### config.mk
export PLATFORM = sky130hd
export DESIGN_NAME = adc_seq_ctrl
export DESIGN_NICKNAME = d
export VERILOG_FILES = /design/src/adc_seq_pkg.sv /design/src/pin_sync.sv /design/src/ahb_regs.sv /design/src/adc_seq_ctrl.sv
export VERILOG_INCLUDE_DIRS = /design/src /design/src/src
export SDC_FILE = /design/constraint.sdc
export NUM_CORES = 1
export LEC_CHECK = 0
export BUFFER_PORTS_ARGS = -buffer_cell sky130_fd_sc_hd__buf_4
export CAP_MARGIN = 15
export CELL_PAD_IN_SITES_DETAIL_PLACEMENT = 1
export CELL_PAD_IN_SITES_GLOBAL_PLACEMENT = 1
export CORE_MARGIN = 1
export CORE_UTILIZATION = 46
export CTS_BUF_LIST = sky130_fd_sc_hd__clkbuf_4 sky130_fd_sc_hd__clkbuf_8
export DETAILED_ROUTE_END_ITERATION = 6
export PLACE_DENSITY = 0.79
export SKIP_LAST_GASP = 1
export SLEW_MARGIN = 10
export SYNTH_ARGS = -nofsm -noshare
export SYNTH_HDL_FRONTEND = slang
export SYNTH_SLANG_ARGS = --single-unit
### constraint.sdc
create_clock -name sys_clk_in -period 2.61 [get_ports sys_clk_in]
set_input_delay 0.1305 -clock sys_clk_in [delete_from_list [all_inputs] [get_ports sys_clk_in]]
set_output_delay 0.1305 -clock sys_clk_in [all_outputs]
set_load 0.05 [all_outputs]
### src/adc_seq_consts.svh
// Purpose: named constants for the channel sequencer and conversion control
// Assumes: 25 MHz system clock
// Notes: register offsets are byte addresses on the bus
`ifndef ADC_SEQ_CONSTS_SVH
`define ADC_SEQ_CONSTS_SVH

// system clock period and conversion time
`define SYS_CLK_NS 40
`define CONV_TIME_NS 660
// least time, so round up to whole cycles
`define CONV_CYCLES ((`CONV_TIME_NS + `SYS_CLK_NS - 1) / `SYS_CLK_NS)

// result and readout widths
`define CODE_W 14
`define SHIFT_W 20

// results still flagged invalid after a start event
`define DISCARD_NORM 2'h2
`define DISCARD_LP 2'h1
`define DISCARD_WAKE 2'h1

// register byte offsets
`define REG_CTRL_OFF 8'h00
`define REG_STAT_OFF 8'h04
`define REG_RESULT_OFF 8'h08
`define CTRL_RESET 32'h0000_0001
`define CTRL_EXTRA_BIT 0

`endif

### src/adc_seq_pkg.sv
// Purpose: shared types for the channel sequencer block
// Assumes: constants come from adc_seq_consts.svh
// Notes: state encodings are gray along idle, convert, read
package adc_seq_pkg;

  // conversion state, one bit changes per step except read back to idle
  typedef enum logic [1:0] {
    ST_IDLE = 2'h0,
    ST_CONV = 2'h1,
    ST_READ = 2'h3
  } conv_state_e;

  // gain selection as applied to the amplifier
  typedef struct packed {
    logic bypass;
    logic [2:0] code;
  } gain_cfg_s;

  // synchronised pin levels
  typedef struct packed {
    logic cs_n;
    logic pwr_n;
    logic lp_sel;
    logic gate;
    logic [2:0] chan;
    logic [2:0] gain;
    logic gain_hiz;
    logic bip;
    logic sck;
  } pin_bundle_s;

  // whole state of the main control module
  typedef struct packed {
    logic cs_d;
    logic gate_d;
    logic pwr_d;
    logic sck_d;
    conv_state_e st;
    logic [7:0] cnt;
    logic seq_run;
    logic seq_reload;
    logic seq_exit;
    logic [2:0] seq_ptr;
    logic [2:0] chan_q;
    logic [2:0] chan_act;
    gain_cfg_s gain_q;
    gain_cfg_s gain_act;
    logic [2:0] conv_chan;
    gain_cfg_s conv_gain;
    logic [1:0] discard;
    logic [13:0] result;
    logic res_valid;
    logic [19:0] shreg;
  } seq_state_s;

endpackage : adc_seq_pkg

### src/pin_sync.sv
// Purpose: two-stage synchroniser for asynchronous pin levels
// Assumes: inputs are levels, not pulses
// Notes: only the second stage may be read by other logic
`timescale 1ns/1ps
module pin_sync #(
  parameter int W = 14
) (
  input wire logic sys_clk_in,
  input wire logic rst_b_in,
  input wire logic ce_in,
  input wire logic [W-1:0] async_in,
  output logic [W-1:0] sync_out
);
  // both stages kept in one state word
  typedef struct packed {
    logic [W-1:0] s1;
    logic [W-1:0] s2;
  } sync_state_s;

  sync_state_s q; // registered stages
  sync_state_s n; // next stages

  // first stage feeds the second and nothing else
  always_comb begin
    n = q;
    n.s1 = async_in;
    n.s2 = q.s1;
  end

  // frozen while the clock enable is low
  always_ff @(posedge sys_clk_in or negedge rst_b_in) begin
    if (!rst_b_in) begin
      q <= '0;
    end else if (ce_in) begin
      q <= n;
    end
  end

  assign sync_out = q.s2;
endmodule : pin_sync

### src/ahb_regs.sv
// Purpose: AHB-Lite slave holding control and exposing status and result
// Assumes: single word transfers only, zero wait states
// Notes: unmapped reads return zero, writes there are dropped, always OKAY
`timescale 1ns/1ps
`include "adc_seq_consts.svh"
module ahb_regs (
  input wire logic sys_clk_in,
  input wire logic rst_b_in,
  input wire logic ce_in,
  input wire logic hsel_in,
  input wire logic [31:0] haddr_in,
  input wire logic [1:0] htrans_in,
  input wire logic hwrite_in,
  input wire logic [2:0] hsize_in,
  input wire logic [31:0] hwdata_in,
  input wire logic hready_in,
  input wire logic [31:0] status_in,
  input wire logic [31:0] result_in,
  output logic [31:0] hrdata_out,
  output logic hreadyout_out,
  output logic hresp_out,
  output logic extra_bits_out
);
  import adc_seq_pkg::*;

  // bus slave state
  typedef struct packed {
    logic wr_pend;
    logic [7:0] wr_addr;
    logic [31:0] ctrl;
    logic [31:0] rdata;
  } bus_state_s;

  bus_state_s q;
  bus_state_s n;
  logic take; // address phase accepted

  // read decode, shared by the read path
  function automatic logic [31:0] rd_mux(input logic [7:0] a, input logic [31:0] c,
                                         input logic [31:0] s, input logic [31:0] r);
    case (a)
      `REG_CTRL_OFF: rd_mux = c;
      `REG_STAT_OFF: rd_mux = s;
      `REG_RESULT_OFF: rd_mux = r;
      default: rd_mux = 32'h0;
    endcase
  endfunction : rd_mux

  // capture address phase, apply write in data phase
  always_comb begin
    n = q;
    take = hsel_in && htrans_in[1] && hready_in;
    if (q.wr_pend && q.wr_addr == `REG_CTRL_OFF) begin
      n.ctrl = hwdata_in;
    end
    n.wr_pend = take && hwrite_in;
    n.wr_addr = haddr_in[7:0];
    // read data is latched so it stands through the data phase
    if (take && !hwrite_in) begin
      n.rdata = rd_mux(haddr_in[7:0], q.ctrl, status_in, result_in);
    end
  end

  always_ff @(posedge sys_clk_in or negedge rst_b_in) begin
    if (!rst_b_in) begin
      q <= '{wr_pend: 1'b0, wr_addr: 8'h0, ctrl: `CTRL_RESET, rdata: 32'h0};
    end else if (ce_in) begin
      q <= n;
    end
  end

  assign hrdata_out = q.rdata;
  assign hreadyout_out = 1'b1;
  assign hresp_out = 1'b0;
  assign extra_bits_out = q.ctrl[`CTRL_EXTRA_BIT];
endmodule : ahb_regs

### src/adc_seq_ctrl.sv
// Purpose: conversion start, channel sequencer and gain timing for an 8-input converter
// Assumes: all pins arrive asynchronously and pass two flip-flops first
// Notes: the converter core supplies an offset-binary code on core_code_in
// Functional notes
// gate high steps channels 0..7, then wraps
// normal mode flags first two results invalid
// channel 0 sampled at second falling start
// each start rise advances channel by one
// normal mode gain applies next cycle
// host drops first low-power sequencer result
// low-power gain applies to same sample
// channel pins ignored while sequencer runs
// one extra sequenced sample after gate drops
// readout channel bits show sequencer choice
// host lengthens period for extra bits
// falling start begins internally timed conversion
// data driver on only when start low
// host keeps start low when inactive
// power-down aborts conversion, output high impedance
// normal wake gives one invalid sample
// low-power wake sample valid immediately
// host holds gate for whole sequence
// gain may change during sequencing
// common input floating selects bipolar coding
// bipolar two's complement, unipolar unsigned
// channel pins are straight binary
// floating gain msb bypasses, else table
// pointer reloads to zero on gate rise
//
// Chosen here: the register addresses and register access over AHB-Lite.
`timescale 1ns/1ps
`include "adc_seq_consts.svh"
module adc_seq_ctrl (
  input wire logic sys_clk_in,
  input wire logic rst_b_in,
  input wire logic ce_in,
  input wire logic convert_start_n_in,
  input wire logic power_down_n_in,
  input wire logic low_power_select_in,
  input wire logic sequencer_gate_in,
  input wire logic [2:0] chan_sel_bits_in,
  input wire logic [2:0] gain_sel_bits_in,
  input wire logic gain_msb_bypass_pin_in,
  input wire logic common_input_in,
  input wire logic sck_in,
  input wire logic [13:0] core_code_in,
  input wire logic hsel_in,
  input wire logic [31:0] haddr_in,
  input wire logic [1:0] htrans_in,
  input wire logic hwrite_in,
  input wire logic [2:0] hsize_in,
  input wire logic [31:0] hwdata_in,
  input wire logic hready_in,
  output logic [31:0] hrdata_out,
  output logic hreadyout_out,
  output logic hresp_out,
  output logic sdo_out,
  output logic sdo_oe_out,
  output logic busy_out,
  output logic result_valid_out,
  output logic [2:0] active_chan_out,
  output adc_seq_pkg::gain_cfg_s active_gain_out
);
  import adc_seq_pkg::*;

  pin_bundle_s p; // synchronised pins
  seq_state_s q; // registered state
  seq_state_s n; // next state
  logic extra_bits; // readout carries channel and gain bits
  logic cs_rise; // start pin went high
  logic cs_fall; // start pin went low
  logic gate_rise; // sequencer gate went high
  logic pwr_rise; // leaving power-down
  logic sck_fall; // serial clock falling edge
  gain_cfg_s pin_gain; // gain as read from the pins now
  logic [31:0] status_word; // packed status for the bus
  logic [31:0] result_word; // last result for the bus

  // floating msb bypasses the amplifier, low bits then ignored
  function automatic gain_cfg_s gain_decode(input logic hiz, input logic [2:0] g);
    gain_decode.bypass = hiz;
    gain_decode.code = hiz ? 3'h0 : g;
  endfunction : gain_decode

  // amplifier factor reported in status; zero means bypassed
  function automatic logic [4:0] gain_factor(input gain_cfg_s g);
    if (g.bypass) begin
      gain_factor = 5'h00;
    end else begin
      case (g.code)
        3'h0: gain_factor = 5'h01;
        3'h1: gain_factor = 5'h02;
        3'h2: gain_factor = 5'h03;
        3'h3: gain_factor = 5'h04;
        3'h4: gain_factor = 5'h06;
        3'h5: gain_factor = 5'h08;
        3'h6: gain_factor = 5'h0c;
        default: gain_factor = 5'h10;
      endcase
    end
  endfunction : gain_factor

  // every pin passes two flip-flops before any decision
  pin_sync #(
    .W($bits(pin_bundle_s))
  ) u_sync (
    .sys_clk_in(sys_clk_in),
    .rst_b_in(rst_b_in),
    .ce_in(ce_in),
    .async_in({convert_start_n_in, power_down_n_in, low_power_select_in,
               sequencer_gate_in, chan_sel_bits_in, gain_sel_bits_in,
               gain_msb_bypass_pin_in, common_input_in, sck_in}),
    .sync_out(p)
  );

  // status layout: bipolar, sequencing, busy, valid, gain factor, channel
  assign status_word = {17'h0, p.bip, q.seq_run, busy_out, q.res_valid,
                        3'h0, gain_factor(q.gain_act), q.chan_act};
  assign result_word = {18'h0, q.result};

  ahb_regs u_regs (
    .sys_clk_in(sys_clk_in),
    .rst_b_in(rst_b_in),
    .ce_in(ce_in),
    .hsel_in(hsel_in),
    .haddr_in(haddr_in),
    .htrans_in(htrans_in),
    .hwrite_in(hwrite_in),
    .hsize_in(hsize_in),
    .hwdata_in(hwdata_in),
    .hready_in(hready_in),
    .status_in(status_word),
    .result_in(result_word),
    .hrdata_out(hrdata_out),
    .hreadyout_out(hreadyout_out),
    .hresp_out(hresp_out),
    .extra_bits_out(extra_bits)
  );

  // edge detection on the second synchroniser stage only
  assign cs_rise = p.cs_n && !q.cs_d;
  assign cs_fall = !p.cs_n && q.cs_d;
  assign gate_rise = p.gate && !q.gate_d;
  assign pwr_rise = p.pwr_n && !q.pwr_d;
  assign sck_fall = !p.sck && q.sck_d;
  assign pin_gain = gain_decode(p.gain_hiz, p.gain);

  // sequencer, gain timing, conversion and readout in one next-state block
  always_comb begin
    n = q;
    n.cs_d = p.cs_n;
    n.gate_d = p.gate;
    n.pwr_d = p.pwr_n;
    n.sck_d = p.sck;
    // gate rise arms a reload of the pointer
    if (gate_rise) begin
      n.seq_reload = 1'b1;
    end
    // start rise: latch pins and step the sequencer
    if (cs_rise && p.pwr_n) begin
      n.gain_q = pin_gain;
      n.chan_q = p.chan;
      // low power applies now, normal mode one sample later
      n.gain_act = p.lp_sel ? pin_gain : q.gain_q;
      if (p.gate && (!q.seq_run || q.seq_reload || gate_rise)) begin
        // first rise with gate high loads channel 0 for the next fall
        n.seq_run = 1'b1;
        n.seq_ptr = 3'h0;
        n.seq_reload = 1'b0;
        n.seq_exit = 1'b0;
        if (p.lp_sel) begin
          n.discard = `DISCARD_LP;
        end
      end else if (p.gate) begin
        // three-bit pointer wraps from 7 to 0 by itself
        n.seq_ptr = q.seq_ptr + 3'h1;
      end else if (q.seq_run && !q.seq_exit) begin
        // gate gone: one more channel from the sequence
        n.seq_ptr = q.seq_ptr + 3'h1;
        n.seq_exit = 1'b1;
      end else if (q.seq_run) begin
        n.seq_run = 1'b0;
        n.seq_exit = 1'b0;
      end
      // pins steer only when the sequencer is idle
      if (n.seq_run) begin
        n.chan_act = n.seq_ptr;
      end else begin
        n.chan_act = p.lp_sel ? p.chan : q.chan_q;
      end
      if (q.st == ST_READ) begin
        n.st = ST_IDLE;
      end
    end
    case (q.st)
      ST_IDLE, ST_READ: begin
        // falling start launches a conversion timed by our own counter
        if (cs_fall && p.pwr_n) begin
          n.st = ST_CONV;
          n.cnt = 8'(`CONV_CYCLES);
          n.conv_chan = q.chan_act;
          n.conv_gain = q.gain_act;
        end else if (q.st == ST_READ && sck_fall && !p.cs_n) begin
          n.shreg = {q.shreg[`SHIFT_W-2:0], 1'b0};
        end
      end
      ST_CONV: begin
        n.cnt = q.cnt - 8'h1;
        if (q.cnt == 8'h1) begin
          n.st = ST_READ;
          // bipolar flips the offset msb into two's complement
          n.result = {core_code_in[`CODE_W-1] ^ p.bip, core_code_in[`CODE_W-2:0]};
          n.res_valid = (q.discard == 2'h0);
          n.discard = (q.discard == 2'h0) ? 2'h0 : q.discard - 2'h1;
          // extra bits report what was converted, sequencer or pins
          n.shreg = {n.result,
                     extra_bits ? q.conv_chan : 3'h0,
                     extra_bits ? q.conv_gain.code : 3'h0};
        end
      end
      default: begin
        n.st = ST_IDLE;
      end
    endcase
    // arming comes after the end-of-conversion count-down, so an event in the
    // same cycle as a finished result is not lost: the set wins
    if (gate_rise && !p.lp_sel) begin
      n.discard = `DISCARD_NORM;
    end
    // normal wake: the first sample after power-down is not trusted
    if (pwr_rise && !p.lp_sel && q.discard == 2'h0) begin
      n.discard = `DISCARD_WAKE;
    end
    // power-down wins over the state and counter and drops a running conversion
    if (!p.pwr_n) begin
      n.st = ST_IDLE;
      n.cnt = 8'h0;
    end
  end

  always_ff @(posedge sys_clk_in or negedge rst_b_in) begin
    if (!rst_b_in) begin
      q <= '0;
    end else if (ce_in) begin
      q <= n;
    end
  end

  // driver follows start and power-down levels directly
  assign sdo_oe_out = !p.cs_n && p.pwr_n;
  assign sdo_out = q.shreg[`SHIFT_W-1];
  assign busy_out = (q.st == ST_CONV);
  assign result_valid_out = q.res_valid;
  assign active_chan_out = q.chan_act;
  assign active_gain_out = q.gain_act;

  chk_sdo_hiz_high: assert property (@(posedge sys_clk_in) disable iff (!rst_b_in)
    p.cs_n |-> !sdo_oe_out) else $error("data driver on while start is high");

  chk_pwr_abort: assert property (@(posedge sys_clk_in) disable iff (!rst_b_in)
    (ce_in && !p.pwr_n) |-> (!sdo_oe_out ##1 !busy_out))
    else $error("conversion not aborted in power-down");

  chk_seq_wrap: assert property (@(posedge sys_clk_in) disable iff (!rst_b_in)
    (ce_in && cs_rise && p.pwr_n && p.gate && q.seq_run && !q.seq_reload && !gate_rise
     && q.seq_ptr == 3'h7) |=> (q.seq_ptr == 3'h0 && q.chan_act == 3'h0))
    else $error("sequencer did not wrap to channel 0");

  chk_seq_step: assert property (@(posedge sys_clk_in) disable iff (!rst_b_in)
    (ce_in && cs_rise && p.pwr_n && p.gate && q.seq_run && !q.seq_reload && !gate_rise)
    |=> q.chan_act == $past(q.seq_ptr) + 3'h1)
    else $error("sequencer did not advance by one");

  chk_gate_reload: assert property (@(posedge sys_clk_in) disable iff (!rst_b_in)
    (ce_in && cs_rise && p.pwr_n && p.gate && (q.seq_reload || !q.seq_run))
    |=> (q.seq_run && q.chan_act == 3'h0)) else $error("pointer not reloaded to 0");

  chk_lp_gain: assert property (@(posedge sys_clk_in) disable iff (!rst_b_in)
    (ce_in && cs_rise && p.pwr_n && p.lp_sel) |=> q.gain_act == $past(pin_gain))
    else $error("low-power gain not applied to same sample");

  chk_norm_gain: assert property (@(posedge sys_clk_in) disable iff (!rst_b_in)
    (ce_in && cs_rise && p.pwr_n && !p.lp_sel) |=> q.gain_act == $past(q.gain_q))
    else $error("normal gain not delayed by one sample");

  chk_pins_ignored: assert property (@(posedge sys_clk_in) disable iff (!rst_b_in)
    (ce_in && cs_rise && p.pwr_n && p.gate) |=> q.chan_act == q.seq_ptr)
    else $error("channel pins used while sequencing");

  chk_conv_start: assert property (@(posedge sys_clk_in) disable iff (!rst_b_in)
    (ce_in && cs_fall && p.pwr_n && q.st != ST_CONV) |=> (busy_out && q.cnt == 8'(`CONV_CYCLES)))
    else $error("falling start did not launch conversion");

  chk_bip_code: assert property (@(posedge sys_clk_in) disable iff (!rst_b_in)
    (ce_in && p.pwr_n && busy_out && q.cnt == 8'h1) |=>
    q.result[13] == ($past(core_code_in[13]) ^ $past(p.bip)))
    else $error("output coding does not follow common input");

  chk_exit_extra: assert property (@(posedge sys_clk_in) disable iff (!rst_b_in)
    (ce_in && cs_rise && p.pwr_n && !p.gate && q.seq_run && !q.seq_exit)
    |=> (q.seq_run && q.chan_act == $past(q.seq_ptr) + 3'h1))
    else $error("no extra sequenced sample after gate drop");
endmodule : adc_seq_ctrl

* Yosys cells after proc, flatten, opt, wreduce, memory -nomap -nowiden *
Cells that the tools add are included.

storage, ports and cells
  flip-flop bits (word level) = 176
  latch bits = 0
  RAM bits = 0
  bits in read-only memories = 0
  bits of input ports = 102
  output and inout port bits = 45
  word-level logic and storage cells = 136
  memories = 0

operators by class
  $add $sub $neg = 3
  multiply operators = 0
  div/mod/pow operators = 0
  $lt $le $gt $ge = 0
  equal/unequal tests = 17
  shift operators = 0
  multiplexer cells = 40
  bitwise logic cells = 1
  reduce and logical (&&, ||, !) cells = 47

operators with widths
  kind                                              count
  case mux 32 bit (3 select lines)                  1
  2-to-1 mux 20 bit                                 2
  case mux 20 bit (2 select lines)                  1
  2-to-1 mux 37 bit                                 1
  case mux 5 bit (7 select lines)                   1
  2-to-1 mux 3 bit                                  7
  logical AND 1 bit                                 20
  2-to-1 mux 10 bit                                 2
  2-to-1 mux 19 bit                                 1
  2-to-1 mux 2 bit                                  9
  2-to-1 mux 17 bit                                 1
  zero test 8 bit                                   2
  case mux 8 bit (2 select lines)                   1
  == test 3 bit, second input constant              3
  zero test 1 bit                                   9
  2-to-1 mux 1 bit                                  9
  AND reduction 3 bit                               3
  == test 8 x 1 -> 1 bit, second input constant     1
  == test 8 x 3 -> 1 bit, second input constant     1
  == test 8 x 4 -> 1 bit, second input constant     1
  2-to-1 mux 4 bit                                  2
  subtractor 8 x 1 -> 8 bit, second input constant  1
  == test 3 x 2 -> 1 bit, second input constant     2
  != test 2 bit, second input constant              3
  other kinds (19)                                  24

* Logic depth before layout (Yosys ltp) *
Gate-level depths: netlist of the first run.

  depth after elaboration = 10
  mapped depth = 8
  mapped depth without buffers = 6

* Hierarchy *
A second synthesis of the first run with hierarchy kept.

second synthesis, totals
  cell total of the unflattened synthesis = 686
  area, all modules = 8817.2 um^2

modules (own cells, without submodules)
  module        times used  cells each  area an instance (um^2)  seq. area each (um^2)
  adc_seq_ctrl  1           350         4093.9                   1926.8
  ahb_regs      1           281         3653.5                   1828.0
  pin_sync      1           55          1069.8                   650.6

* Worst setup path before layout of the first run *
OpenSTA, ideal clock, no wires.

  kind = reg-to-reg
  start point = register q[73] (netlist bit)
  end point = register q[71] (netlist bit)
  setup time = 110 ps
  data arrival time = 2146 ps
  data required time = 2500 ps
  setup slack = 354 ps
  cell stages (with the launch flop) = 9
  path buffers = 2
  path through = dfrtp_1 > inv_1 > ha_1 > buf_4 > inv_1 > clkbuf_1 > a211oi_1 > nand3_1 > o41ai_1

on the way
  elaborated cells between the ends (all ways) = 9
  classes of those cells = eq/ne (4); mux (2); reduce/logical (3)

RTL lines
  item                                                                                      RTL line             source
  start, declared                                                                           adc_seq_ctrl.sv:67   seq_state_s q;
  start signal, assigned                                                                    adc_seq_ctrl.sv:245  q <= n;
  == test 2 x 1 -> 1 bit (*)                                                                n/a
  net busy_out                                                                              adc_seq_ctrl.sv:59   output logic busy_out,
  != test 3 bit (no source line) / case mux 8 bit (2 select lines) (equally long branches)  n/a
  AND reduction 3 bit (no source line) / 2-to-1 mux 10 bit (equally long branches)          n/a

The timed path passes the listed nets; every way through them passes the cells marked *.
A chain may end at the register's enable or synchronous reset.

* Final worst setup path of the first run *
  start point = register q[73] (netlist bit)
  end point = register q[12] (netlist bit)

on the way
  cells in the longest elaborated chain, start to end = 5
  elaborated cells between the ends (all ways) = 12
  classes of those cells = eq/ne (5); mux (1); reduce/logical (6)

ends and longest elaborated chain
  item                                  RTL line                                  source
  == test 2 bit                         adc_seq_ctrl.sv:195, adc_seq_ctrl.sv:203
  logical AND 1 bit (2 in series)       adc_seq_ctrl.sv:203                       end else if (q.st == ST_READ && sck_fall && !p.cs_n) begin
  != test 2 bit (no source line)        n/a
  AND reduction 5 bit (no source line)  n/a

Several ways; a longest one is shown, not always the timed one.

==> results of run 1 <==
## path summary, 6_finish.rpt
check,from,to,slack [ns],cells past startpoint
setup / recovery,q[73],q[12],0.26,6
hold / removal,core_code_in[13],q[34],0.06,3
setup reg to reg,q[73],q[12],0.26,6
hold reg to reg,u_regs.q[44],u_regs.hrdata_out[12],0.49,1
max in group asynchronous,rst_b_in,u_regs.extra_bits_out,1.57,3
min in group asynchronous,rst_b_in,u_regs.hrdata_out[30],0.23,2
## Yosys cell counts (5+ instances only)
library cell | instances | share of area (%)
a21o_1 | 7 | 0.65
a21oi_1 | 12 | 0.74
a22o_1 | 30 | 3.2
a22oi_1 | 5 | 0.46
a32o_1 | 5 | 0.62
buf_1 | 5 | 0.23
buf_2 | 7 | 0.43
buf_4 | 43 | 4.0
buf_6 | 5 | 0.69
clkbuf_1 | 16 | 0.74
dfrtp_1 | 175 | 54
ha_1 | 8 | 1.2
inv_1 | 16 | 0.74
mux2_2 | 111 | 15
mux2i_1 | 21 | 2.6
nand2_1 | 37 | 1.7
nand3_1 | 5 | 0.31
nor2_1 | 17 | 0.79
o21ai_0 | 38 | 2.3
o2bb2ai_1 | 6 | 0.65
## power breakdown
part           total [mW]  internal [mW]  switching (mW)
Combinational        1.84          0.860           0.984
Clock                2.00          0.982            1.02
Sequential           3.63           3.18           0.456
Total                7.48           5.02            2.46
## tightest hold or removal path, stage by stage
cell,delay (ns)
buf_4,0.08
xnor2_1,0.11
o21ai_0,0.16
## sequential cells by signal, summed over array words and instances, names as in the netlist
| register | flops |
|---|---|
| result_valid_out | 1 |
| sdo_out | 1 |
| active_chan_out | 3 |
| u_regs.q | 40 |
| active_gain_out | 4 |
| u_sync.n | 13 |
| u_regs.hrdata_out | 32 |
| q | 68 |
| u_regs.extra_bits_out | 1 |
| u_sync.sync_out | 13 |
## layout make-up
type,instances,share of cell area [%]
tap,225,2.822
multi-input combinational,380,31.70
inverter,17,0.6397
clock buffer,20,2.634
timing repair buffer,196,16.60
sequential,176,44.17
antenna,2,0.05018
clock inverter,10,1.392
## metal layers
metal / vias up / routed length (um)
li1: 2573 / -
met3: 47 / 711
met2: 143 / 11710
met4: 0 / 753
met5: - / 0
met1: 2974 / 9023
## logic make-up (layout without fill, tap and decap cells)
logic type	Yosys count	after routing	synth area share [%]
compound gates	131	131	11.60
xor+xnor	3	3	0.3237
fa+ha+maj	8	8	1.233
buf+inv	93	243	6.858
flops	176	176	54.26
mux	137	137	18.77
other cells	2	4	0.09250
simple gates	99	99	6.858
==> flow_summary.ini, run 1 <==
[run_status]
status = finished, final reports clean

[synth]
syn_inst = 649
synth_enable_flop_cells = 0
ys_seq_area_share_pct = 54.26
synth_nets = 759
synth_ff_type = dfrtp_1
synth_cell_types = 63
synth_area_mm2 = 0.008119
postSynthAreaPerCell_um2 = 12.51
ys_ff_latch = 176
ys.warnings.count = 0
synthArstFlopShare_pct = 100.0

[worst_setup_path]
critical-path-max-stage-delay_ns = 0.49
worstPathCellList = inv_1 -> ha_1 -> nand3_4 -> a221oi_4 -> buf_4 -> mux2_2
critPathTopFamily = adder cells
crit_path_max_fanout = 20
endpoint_kind = register
required_ns = 2.95
critPathBufInv = 2
worstSetupPathType = reg2reg
cpMaxStageDelayCell = ha_1
startpoint_type = register
arrival_ns = 2.68

[place]
finalWeightedCongestion = 0.7661
preCtsSetupSlack_ns = 0.3034
port_buffers = 116
dp_cells = 927
hpwlAfterDp_um = 13850
place_area_mm2 = 0.008897

[final_layout]
final_common_cell = dfrtp_1
synthToLayoutAreaGrowth_pct = 22.85
drive_gt1_share_pct = 35.42
instances_no_fill = 1026
design_area_mm2 = 0.009975
seq_area_mm2 = 0.004405
layout.nets = 898
layout_common_cells = 175 x dfrtp_1, 127 x buf_4, 111 x mux2_2, 67 x dlygate4sd3_1, 38 x o21ai_0
fillers = 1698
final_util_pct = 57.87
multi_input_area_mm2 = 0.003162

[global_routing]
grt_max_degree = 65
top_usage_layer = met2
grt_usage_pct = 25.84
grt_pass1_wl_um = 35130
grt-ovfl-total = 0
antenna_found_initial = 1
use_met2_pct = 44.90
grt_use_met1_pct = 31.31
grt_util_met3_pct = 4.317
grt_pass1_vias = 6434

[clock_network]
ctsHoldBuffers = 67
clock-sinks = 176
path_clk_slew_ns = 0.09
cts-htree-levels = 4
cts_buffer_depth = 2
cts_tree = yes
cts_setup_buffers = 0
clk_latency_ns = 0.47
ctsResizeCount = 0
cts_made_buffers = 17
root_buffer = clkbuf_8

[sta]
finalSetupTns_ns = 0
timing.final.crit_share_pct = 89.92
drv_slew = 0
period_needed_ns = 2.347
relSlewSlack_pct = 54.29
final_hold_viol_count = 0
fin_ws_ns = 0.2631
rsz0062_at_grt = no
skew_ns = 0.02434
finalSetupViolations = 0
fmax_mhz = 426.1
whs_ns = 0.06413
max_slew.worst_pin.slew_ns = 0.6794

[drt]
vias = 5737
viasPerCell = 5.592
drtPass1Iterations = 4
ant_nets = 0
remaining_drc_errors = 0
routedWlPerCell_um = 21.64
drtIter0Drc = 290
routed_wl_um = 22200

[floorplan]
io_pins = 147
die_area_mm2 = 0.01819
start_util_pct = 47.10
core_mm2 = 0.01724
row_count = 48
die_h_um = 134.9
die-width_um = 134.9

[power]
powerDensity_mw_per_mm2 = 749.6
power.total_mw = 7.477
leakage_nw = 4.777
peakVddDrop_uv = 684.4

[job]
maxCapViolCount = 0

[min_path]
hold_class = in2reg
(Power assumes the default switching activity.)
==> run 2, diff against run 1 <==
- HOLD_SLACK_MARGIN: not set -> 0.08
==> flow_summary.ini, run 2 (same netlist as run 1, synthesis figures left out) <==
[place]
place_area_mm2 = 0.008897
finalWeightedCongestion = 0.7661
hpwlAfterDp_um = 13850
port_buffers = 116

[clock_network]
path_clk_slew_ns = 0.09
cts_made_buffers = 17
cts_buffer_depth = 2
cts-htree-levels = 4
clock-sinks = 176
cts_tree = yes
clk_latency_ns = 0.48
cts_setup_buffers = 0
root_buffer = clkbuf_8

[global_routing]
grt_pass1_vias = 6457
grt_use_met1_pct = 32.54
antenna_found_initial = 1
grt_pass1_wl_um = 35780
grt_max_degree = 65
grt_util_met3_pct = 4.880
grt_usage_pct = 26.21
use_met2_pct = 43.73
grt-ovfl-total = 0
top_usage_layer = met2

[sta]
final_hold_viol_count = 0
finalSetupTns_ns = 0
period_needed_ns = 2.341
rsz0062_at_grt = no
max_slew.worst_pin.slew_ns = 0.6682
relSlewSlack_pct = 55.18
drv_slew = 0
timing.final.crit_share_pct = 89.70
fmax_mhz = 427.2
finalSetupViolations = 0
skew_ns = 0.02967
whs_ns = 0.1540

[power]
peakVddDrop_uv = 677.9
power.total_mw = 7.475
leakage_nw = 4.786
powerDensity_mw_per_mm2 = 748.1

[final_layout]
drive_gt1_share_pct = 35.33
multi_input_area_mm2 = 0.003162
layout_common_cells = 175 x dfrtp_1, 127 x buf_4, 111 x mux2_2, 69 x dlygate4sd3_1, 38 x o21ai_0
layout.nets = 900
seq_area_mm2 = 0.004405
top_register = q
synthToLayoutAreaGrowth_pct = 23.07
final_util_pct = 57.97
largest_reg_flops = 68
design_area_mm2 = 0.009992
fillers = 1708
final_common_cell = dfrtp_1

[worst_setup_path]
r2r_end = q[2]
arrival_ns = 2.69
crit_path_max_fanout = 20
r2r-start = q[73]
critical-path-max-stage-delay_ns = 0.48
r2r_slack_ns = 0.27
worstPathCellList = inv_1 -> ha_1 -> nand3_4 -> a221oi_4 -> buf_4 -> mux2_2
cpMaxStageDelayCell = ha_1
worstSetupPathType = reg2reg
startpoint_type = register
endpoint_kind = register
r2r_cells = 6
required_ns = 2.96

[floorplan]
die-width_um = 134.9
die_h_um = 134.9
die_area_mm2 = 0.01819
core_mm2 = 0.01724
io_pins = 147
start_util_pct = 47.10
row_count = 48

[drt]
remaining_drc_errors = 0
viasPerCell = 5.647
ant_nets = 0
routedWlPerCell_um = 21.78
drtIter0Drc = 299
drtPass1Iterations = 5
vias = 5799
routed_wl_um = 22370

[min_path]
hold_path_end = q[73]
hp-start = ce_in
hold_class = in2reg
hold_depth = 3

[run_status]
status = finished, final reports clean

[job]
maxCapViolCount = 0
run 2: cell count changes in the layout (fill, tap and decap cells not counted):
cell / before / now
dlygate4sd3_1: 67 / 69
diode_2: 2 / 1
run 2: metrics by stage:
step                      instances  setup WS (ns)
after floorplan                 649         0.3536
after global placement          927         0.4064
after detailed placement        927         0.3034
after CTS                      1026         0.2692
after global routing           1027        0.07753
final                          1027         0.2690
run 2: layout make-up:
type	instances	share of cell area (%)
inverter	17	0.6386
multi-input combinational	380	31.64
clock buffer	20	2.630
clock inverter	10	1.390
tap	225	2.817
sequential	176	44.09
timing repair buffer	198	16.77
antenna	1	0.02504
run 2: power by group:
group	leakage [nW]	switching, mW	internal, mW
Clock	0.205	1.01	0.982
Sequential	2.31	0.457	3.18
Combinational	2.27	0.984	0.862
Total	4.79	2.45	5.02
run 2: worst max path at each step:
stage,start,to,slack [ns],depth (start not counted)
after floorplan,q[73],q[71],0.35,8
after global placement,q[73],q[2],0.41,6
after detailed placement,q[73],q[12],0.30,6
after CTS,q[73],q[12],0.27,6
after global routing,q[73],q[71],0.08,6
final,q[73],q[2],0.27,6
run 2: per-layer routing:
metal	routed length, um	vias to the layer above
met5	0	-
met4	918	0
met3	860	60
met2	11360	160
met1	9226	3004
li1	-	2575
run 2: worst max-delay path: cells and delay by family (launching register included):
family / cells / cell delay, ns
compound gates: 1 / 0.28
fa+ha+maj: 1 / 0.48
flops: 1 / 0.43
buf+inv: 2 / 0.44
simple gates: 1 / 0.19
mux: 1 / 0.40
run 2: what timing repair did:
action	4_1_cts	5_1_grt
hold buffers	69	0
gates resized for setup	0	0
endpoints found under the hold margin	142	0
